File: src/verilog/lcrc_cfg.svh
/*
  Constants of the light curtain restart controller: register offsets,
  field positions, reset values and timing counts.
  Assumes a 125 MHz hclk; included by bare name where needed.
*/
// Overview of operation
// - in alignment mode both safety outputs stay off, whatever the alignment quality.
// - at power-up the unit enters alignment when the restart contact stays open for 1 s.
// - the alignment indicator shows five levels: no sync, sync with a beam blocked, weak, medium, max.
// - the beam nearest the cable end, beam 0, is the synchronization beam.
// - any interrupted beam opens both safety outputs and puts the unit in its safe state.
// - in automatic reset the outputs close again as soon as every beam is clear.
// - in manual reset the outputs stay open in an indicated interlock until clear beams and a restart.
// - after the reset mode is detected the unit starts in alignment and moves on after the first good alignment.
// - a press and release of the reset button lasting 0.5 s to 4 s releases the interlock and turns outputs on.
// - while locked out the indicator shows restart disabled, and in manual mode also field clear and ready.
// - feedback monitoring is off when the select input is bridged to output a, on when fed through a closed contact.
// - a bridged select line means automatic reset, a closed restart contact manual, both open alignment only.
`ifndef LCRC_CFG_SVH
`define LCRC_CFG_SVH

`define LCRC_CLK_HZ 125000000
`define LCRC_CYC_PER_MS (`LCRC_CLK_HZ / 1000)
`define LCRC_ALIGN_OPEN_MS 1000
`define LCRC_PRESS_MIN_MS 500
`define LCRC_PRESS_MAX_MS 4000
`define LCRC_ALIGN_OPEN_CYC (`LCRC_ALIGN_OPEN_MS * `LCRC_CYC_PER_MS)
`define LCRC_PRESS_MIN_CYC (`LCRC_PRESS_MIN_MS * `LCRC_CYC_PER_MS)
`define LCRC_PRESS_MAX_CYC (`LCRC_PRESS_MAX_MS * `LCRC_CYC_PER_MS)

`define LCRC_OFS_CTRL 8'h00
`define LCRC_OFS_STATUS 8'h04
`define LCRC_OFS_IRQ_STAT 8'h08
`define LCRC_OFS_IRQ_MASK 8'h0c

`define LCRC_CTRL_RUN_EN 0
`define LCRC_CTRL_RST 32'h0000_0001

`define LCRC_ST_STATE_LSB 0
`define LCRC_ST_LEVEL_LSB 8
`define LCRC_ST_MODE_LSB 12
`define LCRC_ST_FBK_ACT 14
`define LCRC_ST_ALIGN_LOCK 15
`define LCRC_ST_READY 16

`define LCRC_EV_TRIP 0
`define LCRC_EV_UNLOCK 1
`define LCRC_EV_BAD_PRESS 2
`define LCRC_EV_ALIGNED 3
`define LCRC_EV_FBK_HOLD 4
`define LCRC_EV_N 5

`endif

File: src/verilog/lcrc_pkg.sv
/*
  Types of the light curtain restart controller.
  Assumes nothing of its surroundings.
*/
package lcrc_pkg;

  typedef enum logic [4:0] {
    LCRC_PWRUP = 5'b00001,
    LCRC_ALIGN = 5'b00010,
    LCRC_RUN = 5'b00100,
    LCRC_SAFE = 5'b01000,
    LCRC_LOCK = 5'b10000
  } lcrc_state_t;

  typedef enum logic [1:0] {
    LCRC_MODE_ALIGN = 2'h0,
    LCRC_MODE_AUTO = 2'h1,
    LCRC_MODE_MANUAL = 2'h2
  } lcrc_mode_t;

  typedef enum logic [2:0] {
    LCRC_LVL_NO_SYNC = 3'h0,
    LCRC_LVL_BLOCKED = 3'h1,
    LCRC_LVL_WEAK = 3'h2,
    LCRC_LVL_MEDIUM = 3'h3,
    LCRC_LVL_MAX = 3'h4
  } lcrc_level_t;

endpackage

File: src/verilog/lcrc_press_timer.sv
/*
  Reset button press timer: measures one press and grades it on release.
  Assumes the pressed level is synchronous to clk.
*/
`timescale 1ns/1ns
`default_nettype none
module lcrc_press_timer #(
  parameter int unsigned W = 29,
  parameter logic [28:0] MIN_CYC = 29'd62500000,
  parameter logic [28:0] MAX_CYC = 29'd500000000
) (
  // clock and reset
  input wire logic clk,
  input wire logic rst_n,
  // button
  input wire logic pressed,
  // grading, one-cycle pulses on release
  output logic press_ok,
  output logic press_bad
);

  logic [W-1:0] cnt_q, cnt_d;
  logic pressed_q, pressed_d;
  logic release_w;
  logic in_window;

  assign release_w = pressed_q & ~pressed;
  assign in_window = (cnt_q >= MIN_CYC) && (cnt_q <= MAX_CYC);

  always_comb begin
    pressed_d = pressed;
    cnt_d = cnt_q;
    if (!pressed) begin
      cnt_d = '0;
    end else if (cnt_q <= MAX_CYC) begin
      // saturates one above the longest press
      cnt_d = cnt_q + W'(1);
    end
  end

  always_ff @(posedge clk or negedge rst_n) begin
    if (!rst_n) begin
      cnt_q <= '0;
      pressed_q <= 1'b0;
    end else begin
      cnt_q <= cnt_d;
      pressed_q <= pressed_d;
    end
  end

  assign press_ok = release_w & in_window;
  assign press_bad = release_w & ~in_window;

endmodule
`default_nettype wire

File: src/verilog/lcrc_top.sv
/*
  Light curtain restart controller: alignment grading, trip, automatic or
  manual restart with a timed button press, contactor feedback check, and
  an AHB-Lite register slave with a level interrupt.
  Assumes all inputs synchronous to hclk and a single AHB-Lite master.
*/
// Decided for this implementation: the register addresses and the AHB-Lite slave port.
`timescale 1ns/1ns
`default_nettype none
`include "lcrc_cfg.svh"
module lcrc_top #(
  parameter int unsigned N_BEAMS = 16,
  parameter int unsigned ALIGN_OPEN_CYC = `LCRC_ALIGN_OPEN_CYC,
  parameter int unsigned PRESS_MIN_CYC = `LCRC_PRESS_MIN_CYC,
  parameter int unsigned PRESS_MAX_CYC = `LCRC_PRESS_MAX_CYC
) (
  // clock and reset
  input wire logic hclk,
  input wire logic hresetn,
  // ahb-lite slave
  input wire logic hsel,
  input wire logic [7:0] haddr,
  input wire logic [1:0] htrans,
  input wire logic hwrite,
  input wire logic [2:0] hsize,
  input wire logic [31:0] hwdata,
  input wire logic hready,
  output logic [31:0] hrdata,
  output logic hreadyout,
  output logic hresp,
  // optics: 1 = beam received, beam 0 nearest the cable end
  input wire logic [N_BEAMS-1:0] beam_clear,
  input wire logic [1:0] signal_strength,
  // wiring and operator
  input wire logic restart_contact,
  input wire logic select_bridged,
  input wire logic feedback_select_bridged,
  input wire logic contactor_feedback_monitor,
  // safety outputs
  output logic safety_output_a,
  output logic safety_output_b,
  // indication
  output lcrc_pkg::lcrc_level_t align_level,
  output logic start_interlock,
  output logic restart_disabled,
  output logic ready_to_unlock,
  // interrupt
  output logic irq
);
  import lcrc_pkg::*;

  ////////////////////////////////////////////////////////////////////////
  // optics and wiring decode

  logic sync_found;
  logic all_clear;
  logic align_good;
  logic fbk_active;
  logic fbk_ok;
  lcrc_level_t level_w;
  lcrc_mode_t mode_w;

  assign sync_found = beam_clear[0];
  assign all_clear = &beam_clear;

  always_comb begin
    if (!sync_found) begin
      level_w = LCRC_LVL_NO_SYNC;
    end else if (!all_clear) begin
      level_w = LCRC_LVL_BLOCKED;
    end else if (signal_strength == 2'h0) begin
      level_w = LCRC_LVL_WEAK;
    end else if (signal_strength == 2'h1) begin
      level_w = LCRC_LVL_MEDIUM;
    end else begin
      level_w = LCRC_LVL_MAX;
    end
  end

  assign align_good = sync_found & all_clear;

  always_comb begin
    if (select_bridged) begin
      mode_w = LCRC_MODE_AUTO;
    end else if (restart_contact) begin
      mode_w = LCRC_MODE_MANUAL;
    end else begin
      mode_w = LCRC_MODE_ALIGN;
    end
  end

  assign fbk_active = ~feedback_select_bridged;
  // closed feedback contact shows the contactors released
  assign fbk_ok = ~fbk_active | contactor_feedback_monitor;

  ////////////////////////////////////////////////////////////////////////
  // reset button press grading

  logic press_ok;
  logic press_bad;
  logic btn_pressed;

  // the normally closed button opens the restart contact
  assign btn_pressed = ~restart_contact;

  lcrc_press_timer #(
    .W(29),
    .MIN_CYC(29'(PRESS_MIN_CYC)),
    .MAX_CYC(29'(PRESS_MAX_CYC))
  ) lcrc_press_timer_i (
    .clk(hclk),
    .rst_n(hresetn),
    .pressed(btn_pressed),
    .press_ok(press_ok),
    .press_bad(press_bad)
  );

  ////////////////////////////////////////////////////////////////////////
  // register state

  logic [31:0] ctrl_q, ctrl_d;
  logic [`LCRC_EV_N-1:0] istat_q, istat_d;
  logic [`LCRC_EV_N-1:0] imask_q, imask_d;
  logic run_en;

  assign run_en = ctrl_q[`LCRC_CTRL_RUN_EN];

  ////////////////////////////////////////////////////////////////////////
  // operating sequence

  lcrc_state_t state_q, state_d;
  lcrc_mode_t mode_q, mode_d;
  logic align_lock_q, align_lock_d;
  logic [31:0] open_cnt_q, open_cnt_d;
  logic ev_trip;
  logic ev_unlock;
  logic ev_aligned;
  logic ev_fbk_hold;

  always_comb begin
    state_d = state_q;
    mode_d = mode_q;
    align_lock_d = align_lock_q;
    open_cnt_d = open_cnt_q;
    ev_trip = 1'b0;
    ev_unlock = 1'b0;
    ev_aligned = 1'b0;
    ev_fbk_hold = 1'b0;
    unique case (state_q)
      LCRC_PWRUP: begin
        if (mode_w != LCRC_MODE_ALIGN) begin
          // mode known: always through alignment first
          mode_d = mode_w;
          state_d = LCRC_ALIGN;
        end else if (open_cnt_q >= ALIGN_OPEN_CYC - 1) begin
          // contact held open long enough: alignment only
          mode_d = LCRC_MODE_ALIGN;
          align_lock_d = 1'b1;
          state_d = LCRC_ALIGN;
        end else begin
          open_cnt_d = open_cnt_q + 32'h1;
        end
      end
      LCRC_ALIGN: begin
        if (!align_lock_q && align_good) begin
          // first correct alignment hands over to the selected mode
          ev_aligned = 1'b1;
          if (fbk_ok) begin
            state_d = LCRC_RUN;
          end else begin
            ev_fbk_hold = 1'b1;
            state_d = (mode_q == LCRC_MODE_MANUAL) ? LCRC_LOCK : LCRC_SAFE;
          end
        end
      end
      LCRC_RUN: begin
        if (!all_clear) begin
          ev_trip = 1'b1;
          state_d = (mode_q == LCRC_MODE_MANUAL) ? LCRC_LOCK : LCRC_SAFE;
        end
      end
      LCRC_SAFE: begin
        if (all_clear) begin
          if (fbk_ok) begin
            state_d = LCRC_RUN;
          end else begin
            ev_fbk_hold = 1'b1;
          end
        end
      end
      LCRC_LOCK: begin
        // bad presses leave the interlock in place
        if (all_clear && press_ok) begin
          if (fbk_ok) begin
            ev_unlock = 1'b1;
            state_d = LCRC_RUN;
          end else begin
            ev_fbk_hold = 1'b1;
          end
        end
      end
      default: begin
        state_d = LCRC_SAFE;
      end
    endcase
  end

  always_ff @(posedge hclk or negedge hresetn) begin
    if (!hresetn) begin
      state_q <= LCRC_PWRUP;
      mode_q <= LCRC_MODE_ALIGN;
      align_lock_q <= 1'b0;
      open_cnt_q <= 32'h0;
    end else begin
      state_q <= state_d;
      mode_q <= mode_d;
      align_lock_q <= align_lock_d;
      open_cnt_q <= open_cnt_d;
    end
  end

  ////////////////////////////////////////////////////////////////////////
  // outputs and indication

  logic out_on_q, out_on_d;
  lcrc_level_t level_q, level_d;
  logic lock_ind_q, lock_ind_d;
  logic dis_q, dis_d;
  logic ready_q, ready_d;

  always_comb begin
    // off in alignment, safe and interlock states
    out_on_d = (state_d == LCRC_RUN) && run_en && all_clear;
    level_d = (state_d == LCRC_ALIGN) ? level_w : LCRC_LVL_NO_SYNC;
    lock_ind_d = (state_d == LCRC_LOCK);
    dis_d = (state_d == LCRC_LOCK) || (state_d == LCRC_SAFE);
    ready_d = (state_d == LCRC_LOCK) && all_clear;
  end

  always_ff @(posedge hclk or negedge hresetn) begin
    if (!hresetn) begin
      out_on_q <= 1'b0;
      level_q <= LCRC_LVL_NO_SYNC;
      lock_ind_q <= 1'b0;
      dis_q <= 1'b0;
      ready_q <= 1'b0;
    end else begin
      out_on_q <= out_on_d;
      level_q <= level_d;
      lock_ind_q <= lock_ind_d;
      dis_q <= dis_d;
      ready_q <= ready_d;
    end
  end

  assign safety_output_a = out_on_q;
  assign safety_output_b = out_on_q;
  assign align_level = level_q;
  assign start_interlock = lock_ind_q;
  assign restart_disabled = dis_q;
  assign ready_to_unlock = ready_q;

  ////////////////////////////////////////////////////////////////////////
  // ahb-lite slave, zero wait states

  logic ap_valid;
  logic dp_wr_q, dp_wr_d;
  logic [7:0] dp_addr_q, dp_addr_d;
  logic [31:0] rdata_q, rdata_d;
  logic [`LCRC_EV_N-1:0] events;
  logic [31:0] status_w;

  assign ap_valid = hsel & htrans[1] & hready;
  assign events = {ev_fbk_hold, ev_aligned, press_bad & (state_q == LCRC_LOCK),
                   ev_unlock, ev_trip};

  always_comb begin
    status_w = 32'h0;
    status_w[`LCRC_ST_STATE_LSB +: 5] = state_q;
    status_w[`LCRC_ST_LEVEL_LSB +: 3] = level_w;
    status_w[`LCRC_ST_MODE_LSB +: 2] = mode_q;
    status_w[`LCRC_ST_FBK_ACT] = fbk_active;
    status_w[`LCRC_ST_ALIGN_LOCK] = align_lock_q;
    status_w[`LCRC_ST_READY] = ready_q;
  end

  always_comb begin
    dp_wr_d = ap_valid & hwrite;
    dp_addr_d = ap_valid ? haddr : dp_addr_q;
    rdata_d = rdata_q;
    if (ap_valid && !hwrite) begin
      unique case (haddr)
        `LCRC_OFS_CTRL: rdata_d = ctrl_q;
        `LCRC_OFS_STATUS: rdata_d = status_w;
        `LCRC_OFS_IRQ_STAT: rdata_d = {27'h0, istat_q};
        `LCRC_OFS_IRQ_MASK: rdata_d = {27'h0, imask_q};
        default: rdata_d = 32'h0;
      endcase
    end
  end

  always_comb begin
    ctrl_d = ctrl_q;
    imask_d = imask_q;
    istat_d = istat_q;
    if (dp_wr_q) begin
      unique case (dp_addr_q)
        `LCRC_OFS_CTRL: ctrl_d = {31'h0, hwdata[`LCRC_CTRL_RUN_EN]};
        `LCRC_OFS_IRQ_MASK: imask_d = hwdata[`LCRC_EV_N-1:0];
        `LCRC_OFS_IRQ_STAT: istat_d = istat_q & ~hwdata[`LCRC_EV_N-1:0];
        default: ;
      endcase
    end
    // a new event wins over a clear in the same cycle
    istat_d = istat_d | events;
  end

  always_ff @(posedge hclk or negedge hresetn) begin
    if (!hresetn) begin
      dp_wr_q <= 1'b0;
      dp_addr_q <= 8'h00;
      rdata_q <= 32'h0;
      ctrl_q <= `LCRC_CTRL_RST;
      imask_q <= '0;
      istat_q <= '0;
    end else begin
      dp_wr_q <= dp_wr_d;
      dp_addr_q <= dp_addr_d;
      rdata_q <= rdata_d;
      ctrl_q <= ctrl_d;
      imask_q <= imask_d;
      istat_q <= istat_d;
    end
  end

  assign hrdata = rdata_q;
  assign hreadyout = 1'b1;
  assign hresp = 1'b0;
  assign irq = |(istat_q & imask_q);

endmodule
`default_nettype wire
File: config.mk
export PLATFORM = sky130hd
export DESIGN_NAME = lcrc_top
export DESIGN_NICKNAME = d
export VERILOG_FILES = /design/src/verilog/lcrc_pkg.sv /design/src/verilog/lcrc_press_timer.sv /design/src/verilog/lcrc_top.sv
export VERILOG_INCLUDE_DIRS = /design/src /design/src/verilog
export SDC_FILE = /design/constraint.sdc
export NUM_CORES = 1
export LEC_CHECK = 0
export BUFFER_PORTS_ARGS = -buffer_cell sky130_fd_sc_hd__buf_2
export CORE_MARGIN = 4
export CORE_UTILIZATION = 55
export CTS_BUF_LIST = sky130_fd_sc_hd__clkbuf_2 sky130_fd_sc_hd__clkbuf_4 sky130_fd_sc_hd__clkbuf_8
export DETAILED_ROUTE_END_ITERATION = 10
export MAX_ROUTING_LAYER = met4
export PLACE_DENSITY = 0.84
export SLEW_MARGIN = 30
export SYNTH_ARGS = -nofsm -noshare
export SYNTH_HDL_FRONTEND = slang
export SYNTH_SLANG_ARGS = --single-unit
export TNS_END_PERCENT = 20
File: constraint.sdc
create_clock -name hclk -period 3.2 [get_ports hclk]
set_input_delay 0.32 -clock hclk [delete_from_list [all_inputs] [get_ports hclk]]
set_output_delay 0.32 -clock hclk [all_outputs]
set_load 0.1 [all_outputs]
==> reports/qor.yml <==
global_route:
  grt_pass1_wl_um: 20850
  first_global_vias: 4540
  grt_max_degree: 70
  overflow: 0
  grt_use_total: 0.2234
  antenna_found_initial: 0
yosys:
  syn_avg_cell_area_um2: 9.869
  syn_area_mm2: 0.005714
  synthArstFlopShare: 1.000
  synth_common_cells: "dfrtp_1 (108), nand2_1 (48), nor2_1 (38), a21oi_1 (29), o21ai_0 (28)"
  synth_largest_area_cell: "dfrtp_1"
  synth_seq_cells: 110
  yosysTopAreaCellShare: 0.4730
  yosysMostFrequentCell: "dfrtp_1"
  synthTopCellsByArea: "dfrtp_1 (47%), mux2_2 (4.3%), nand2_1 (3.2%), buf_4 (2.9%), a21oi_1 (2.5%)"
  synth-main-ff-cell: "dfrtp_1"
  ys_types: 67
  synth_edf_count: 0
  syn_inst: 579
  yosysWarningCount: 0
  ys_seq_area_frac: 0.4822
timing:
  hold_viol: 0
  max_clock_freq_ghz: 0.3470
  rsz0062_at_grt: "no"
  fin_tns_setup_ps: 0
  maxSlewHeadroom: 0.3705
  drv_slew: 0
  tightest_slew_ps: 937.3
  post-route-period-util: 0.9006
  fin_crit_ps: 2882
  setup_viol: 0
  clock_skew_ps: 16.45
placement:
  place_area_mm2: 0.006055
  globalplace.congestion: 0.9324
  portBuffers: 62
  dp_hpwl_um: 9080
floorplan:
  ios: 115
  core_area_mm2: 0.009955
  die_w_um: 109.9
  die_area_mm2: 0.01208
  die_h_um: 109.9
  rows: 36
  start_util: 0.5740
power_and_ir_drop:
  power_w: 0.002652
  leakage_nw: 2.889
  ir_worst_vdd_v: 0.0003156
  power_density_mw_per_mm2: 423.1
setup_path:
  required_ps: 3490
  cp_top_family: "simple AND/OR/NAND/NOR gates"
  arrival_ps: 3170
  cp.depth: 7
  rr_startpoint: "lcrc_press_timer_i.cnt_q[20]"
  r2r_setup_slack_ps: 320
  slowest_delay_ps: 860
  reg2regPathDepth: 7
  end_kind: "flop"
  worst_path_max_delay_cell: "nor4_4"
  timing.rr.end: "lcrc_press_timer_i.cnt_q[1]"
  crit_fanout: 19
  critical_path_class: "flop to flop"
  start_kind: "flop"
  crit_chain: "or4b_1 -> nor3_2 -> a2111oi_1 -> nor4_4 -> buf_4 -> nor2_1 -> o31ai_1"
  path_buf_inv: 1
drt:
  drt-total-wl_um: 12500
  firstDrtPassIters: 4
  ant_nets: 0
  first_iter_violations: 337
  vias: 4598
  wire_per_inst_um: 16.21
  via_per_inst: 5.964
  drc: 0
clocking:
  cts_buffers: 9
  clk_latency_ps: 380
  clk_pin_slew_ps: 110
  htree_levels: 3
  cts_buffer_depth: 2
  tritoncts: "yes"
  post_cts_resized: 0
  clkSinkCount: 110
  cts-root-buf: "clkbuf_8"
final_layout:
  finalInstanceArea_mm2: 0.006267
  fin_nets: 708
  antenna_cells: 0
  syn_to_final_growth_pct: 9.678
  drive_gt1_frac: 0.1912
  finalCoreUtilization: 0.6296
  nFillCells: 792
outcome:
  status: "finished clean"
worst_hold_path:
  hp-start: "hwdata[0]"
  min_path_type: "primary input to flop"
  hold_depth: 3
  hold_end: "ctrl_q[0]"
flow_run:
  drv_cap: 0
[worst max path at each step]
stage	slack [ps]	endpoint	startpoint
5_1_grt	80	lcrc_press_timer_i.cnt_q[0]	lcrc_press_timer_i.cnt_q[20]
3_5_place_dp	360	lcrc_press_timer_i.cnt_q[1]	lcrc_press_timer_i.cnt_q[20]
2_1_floorplan	870	lcrc_press_timer_i.cnt_q[10]	lcrc_press_timer_i.cnt_q[12]
6_report	320	lcrc_press_timer_i.cnt_q[1]	lcrc_press_timer_i.cnt_q[20]
3_3_place_gp	490	lcrc_press_timer_i.cnt_q[1]	lcrc_press_timer_i.cnt_q[20]
4_1_cts	330	lcrc_press_timer_i.cnt_q[1]	lcrc_press_timer_i.cnt_q[20]
[repair_timing]
action / CTS / global route
endpoints found under the hold margin: 41 / 0
hold buffers: 1 / 0
setup buffers: 0 / 0
[per-layer routing]
layer  track usage  routed length [um]  vias to the layer above
li1              -                   -                     2191
met1        0.2760                5482                     2247
met2        0.3726                6091                      137
met3       0.02642                 659                       23
met4       0.09350                 263                        0
met5             -                   0                        -
[power by group]
part	switching (W)	leakage, nW	internal (W)
registers	0.0000327	1.49	0.00143
clock network	0.000466	0.101	0.000377
logic	0.000264	1.30	0.0000848
[cell families after synthesis]
logic type,after synthesis,synth area share
other,2,0.001314
multiplexers,25,0.05102
AND/OR/NAND/NOR,238,0.2290
AO/OA/AOI/OAI,114,0.1301
adder cells (fa/ha/maj),3,0.006570
XOR/XNOR,28,0.04292
flip-flops,110,0.4822
buffers and inverters,59,0.05693
[metrics by stage]
step	setup WS (ps)	cells	hold WS [ps]
floorplan	866.3	598	24.41
finish	318.0	771	175.2
detailed placement	362.5	754	354.8
global placement	485.8	754	341.9
CTS	333.2	771	158.5
global route	84.78	771	179.6
[layout by cell type (no fill, tap or decap), drive strengths merged, types with 3 or more instances in the layout]
cell / instances
dfrtp: 108
nand3b: 4
xor2: 16
o21ai: 29
nor2: 39
mux2: 23
a22oi: 6
or3: 14
and3: 12
clkbuf: 10
or2: 3
a211o: 3
nand2: 48
o211ai: 3
nand2b: 3
nor4: 14
nand4: 19
and4: 6
conb: 21
xnor2: 12
or4: 14
ha: 3
a21oi: 29
nor3: 20
o31ai: 10
inv: 17
buf: 67
a21o: 5
nand3: 24
a22o: 5
nor2b: 8
[flip-flops by register name (all words and copies together), names as in the netlist]
| signal | count |
|---|---|
| open_cnt_q | 32 |
| lcrc_press_timer_i.cnt_q | 29 |
| hrdata | 13 |
| dp_addr_q | 8 |
| imask_q | 5 |
| istat_q | 5 |
| state_q | 5 |
| align_level | 3 |
| mode_q | 2 |
| align_lock_q | 1 |
| ctrl_q | 1 |
| dp_wr_q | 1 |
| lcrc_press_timer_i.pressed_q | 1 |
| ready_to_unlock | 1 |
| restart_disabled | 1 |
| safety_output_a | 1 |
| start_interlock | 1 |
[cell type report]
type | instances | area, um^2 | share of cell area
well taps | 133 | 166.4 | 0.02655
multi-input cells | 429 | 2716 | 0.4334
clock buffers | 10 | 131.4 | 0.02096
inverters | 15 | 56.30 | 0.008984
clock inverters | 6 | 68.82 | 0.01098
repair buffers | 68 | 372.9 | 0.05949
flip-flops and latches | 110 | 2755 | 0.4396
[tightest hold or removal path: stages]
cell and delay [ps]:
buf_2 110, nand2_1 50, o21ai_0 70
No activity file was read; power rests on OpenSTA's default activity.
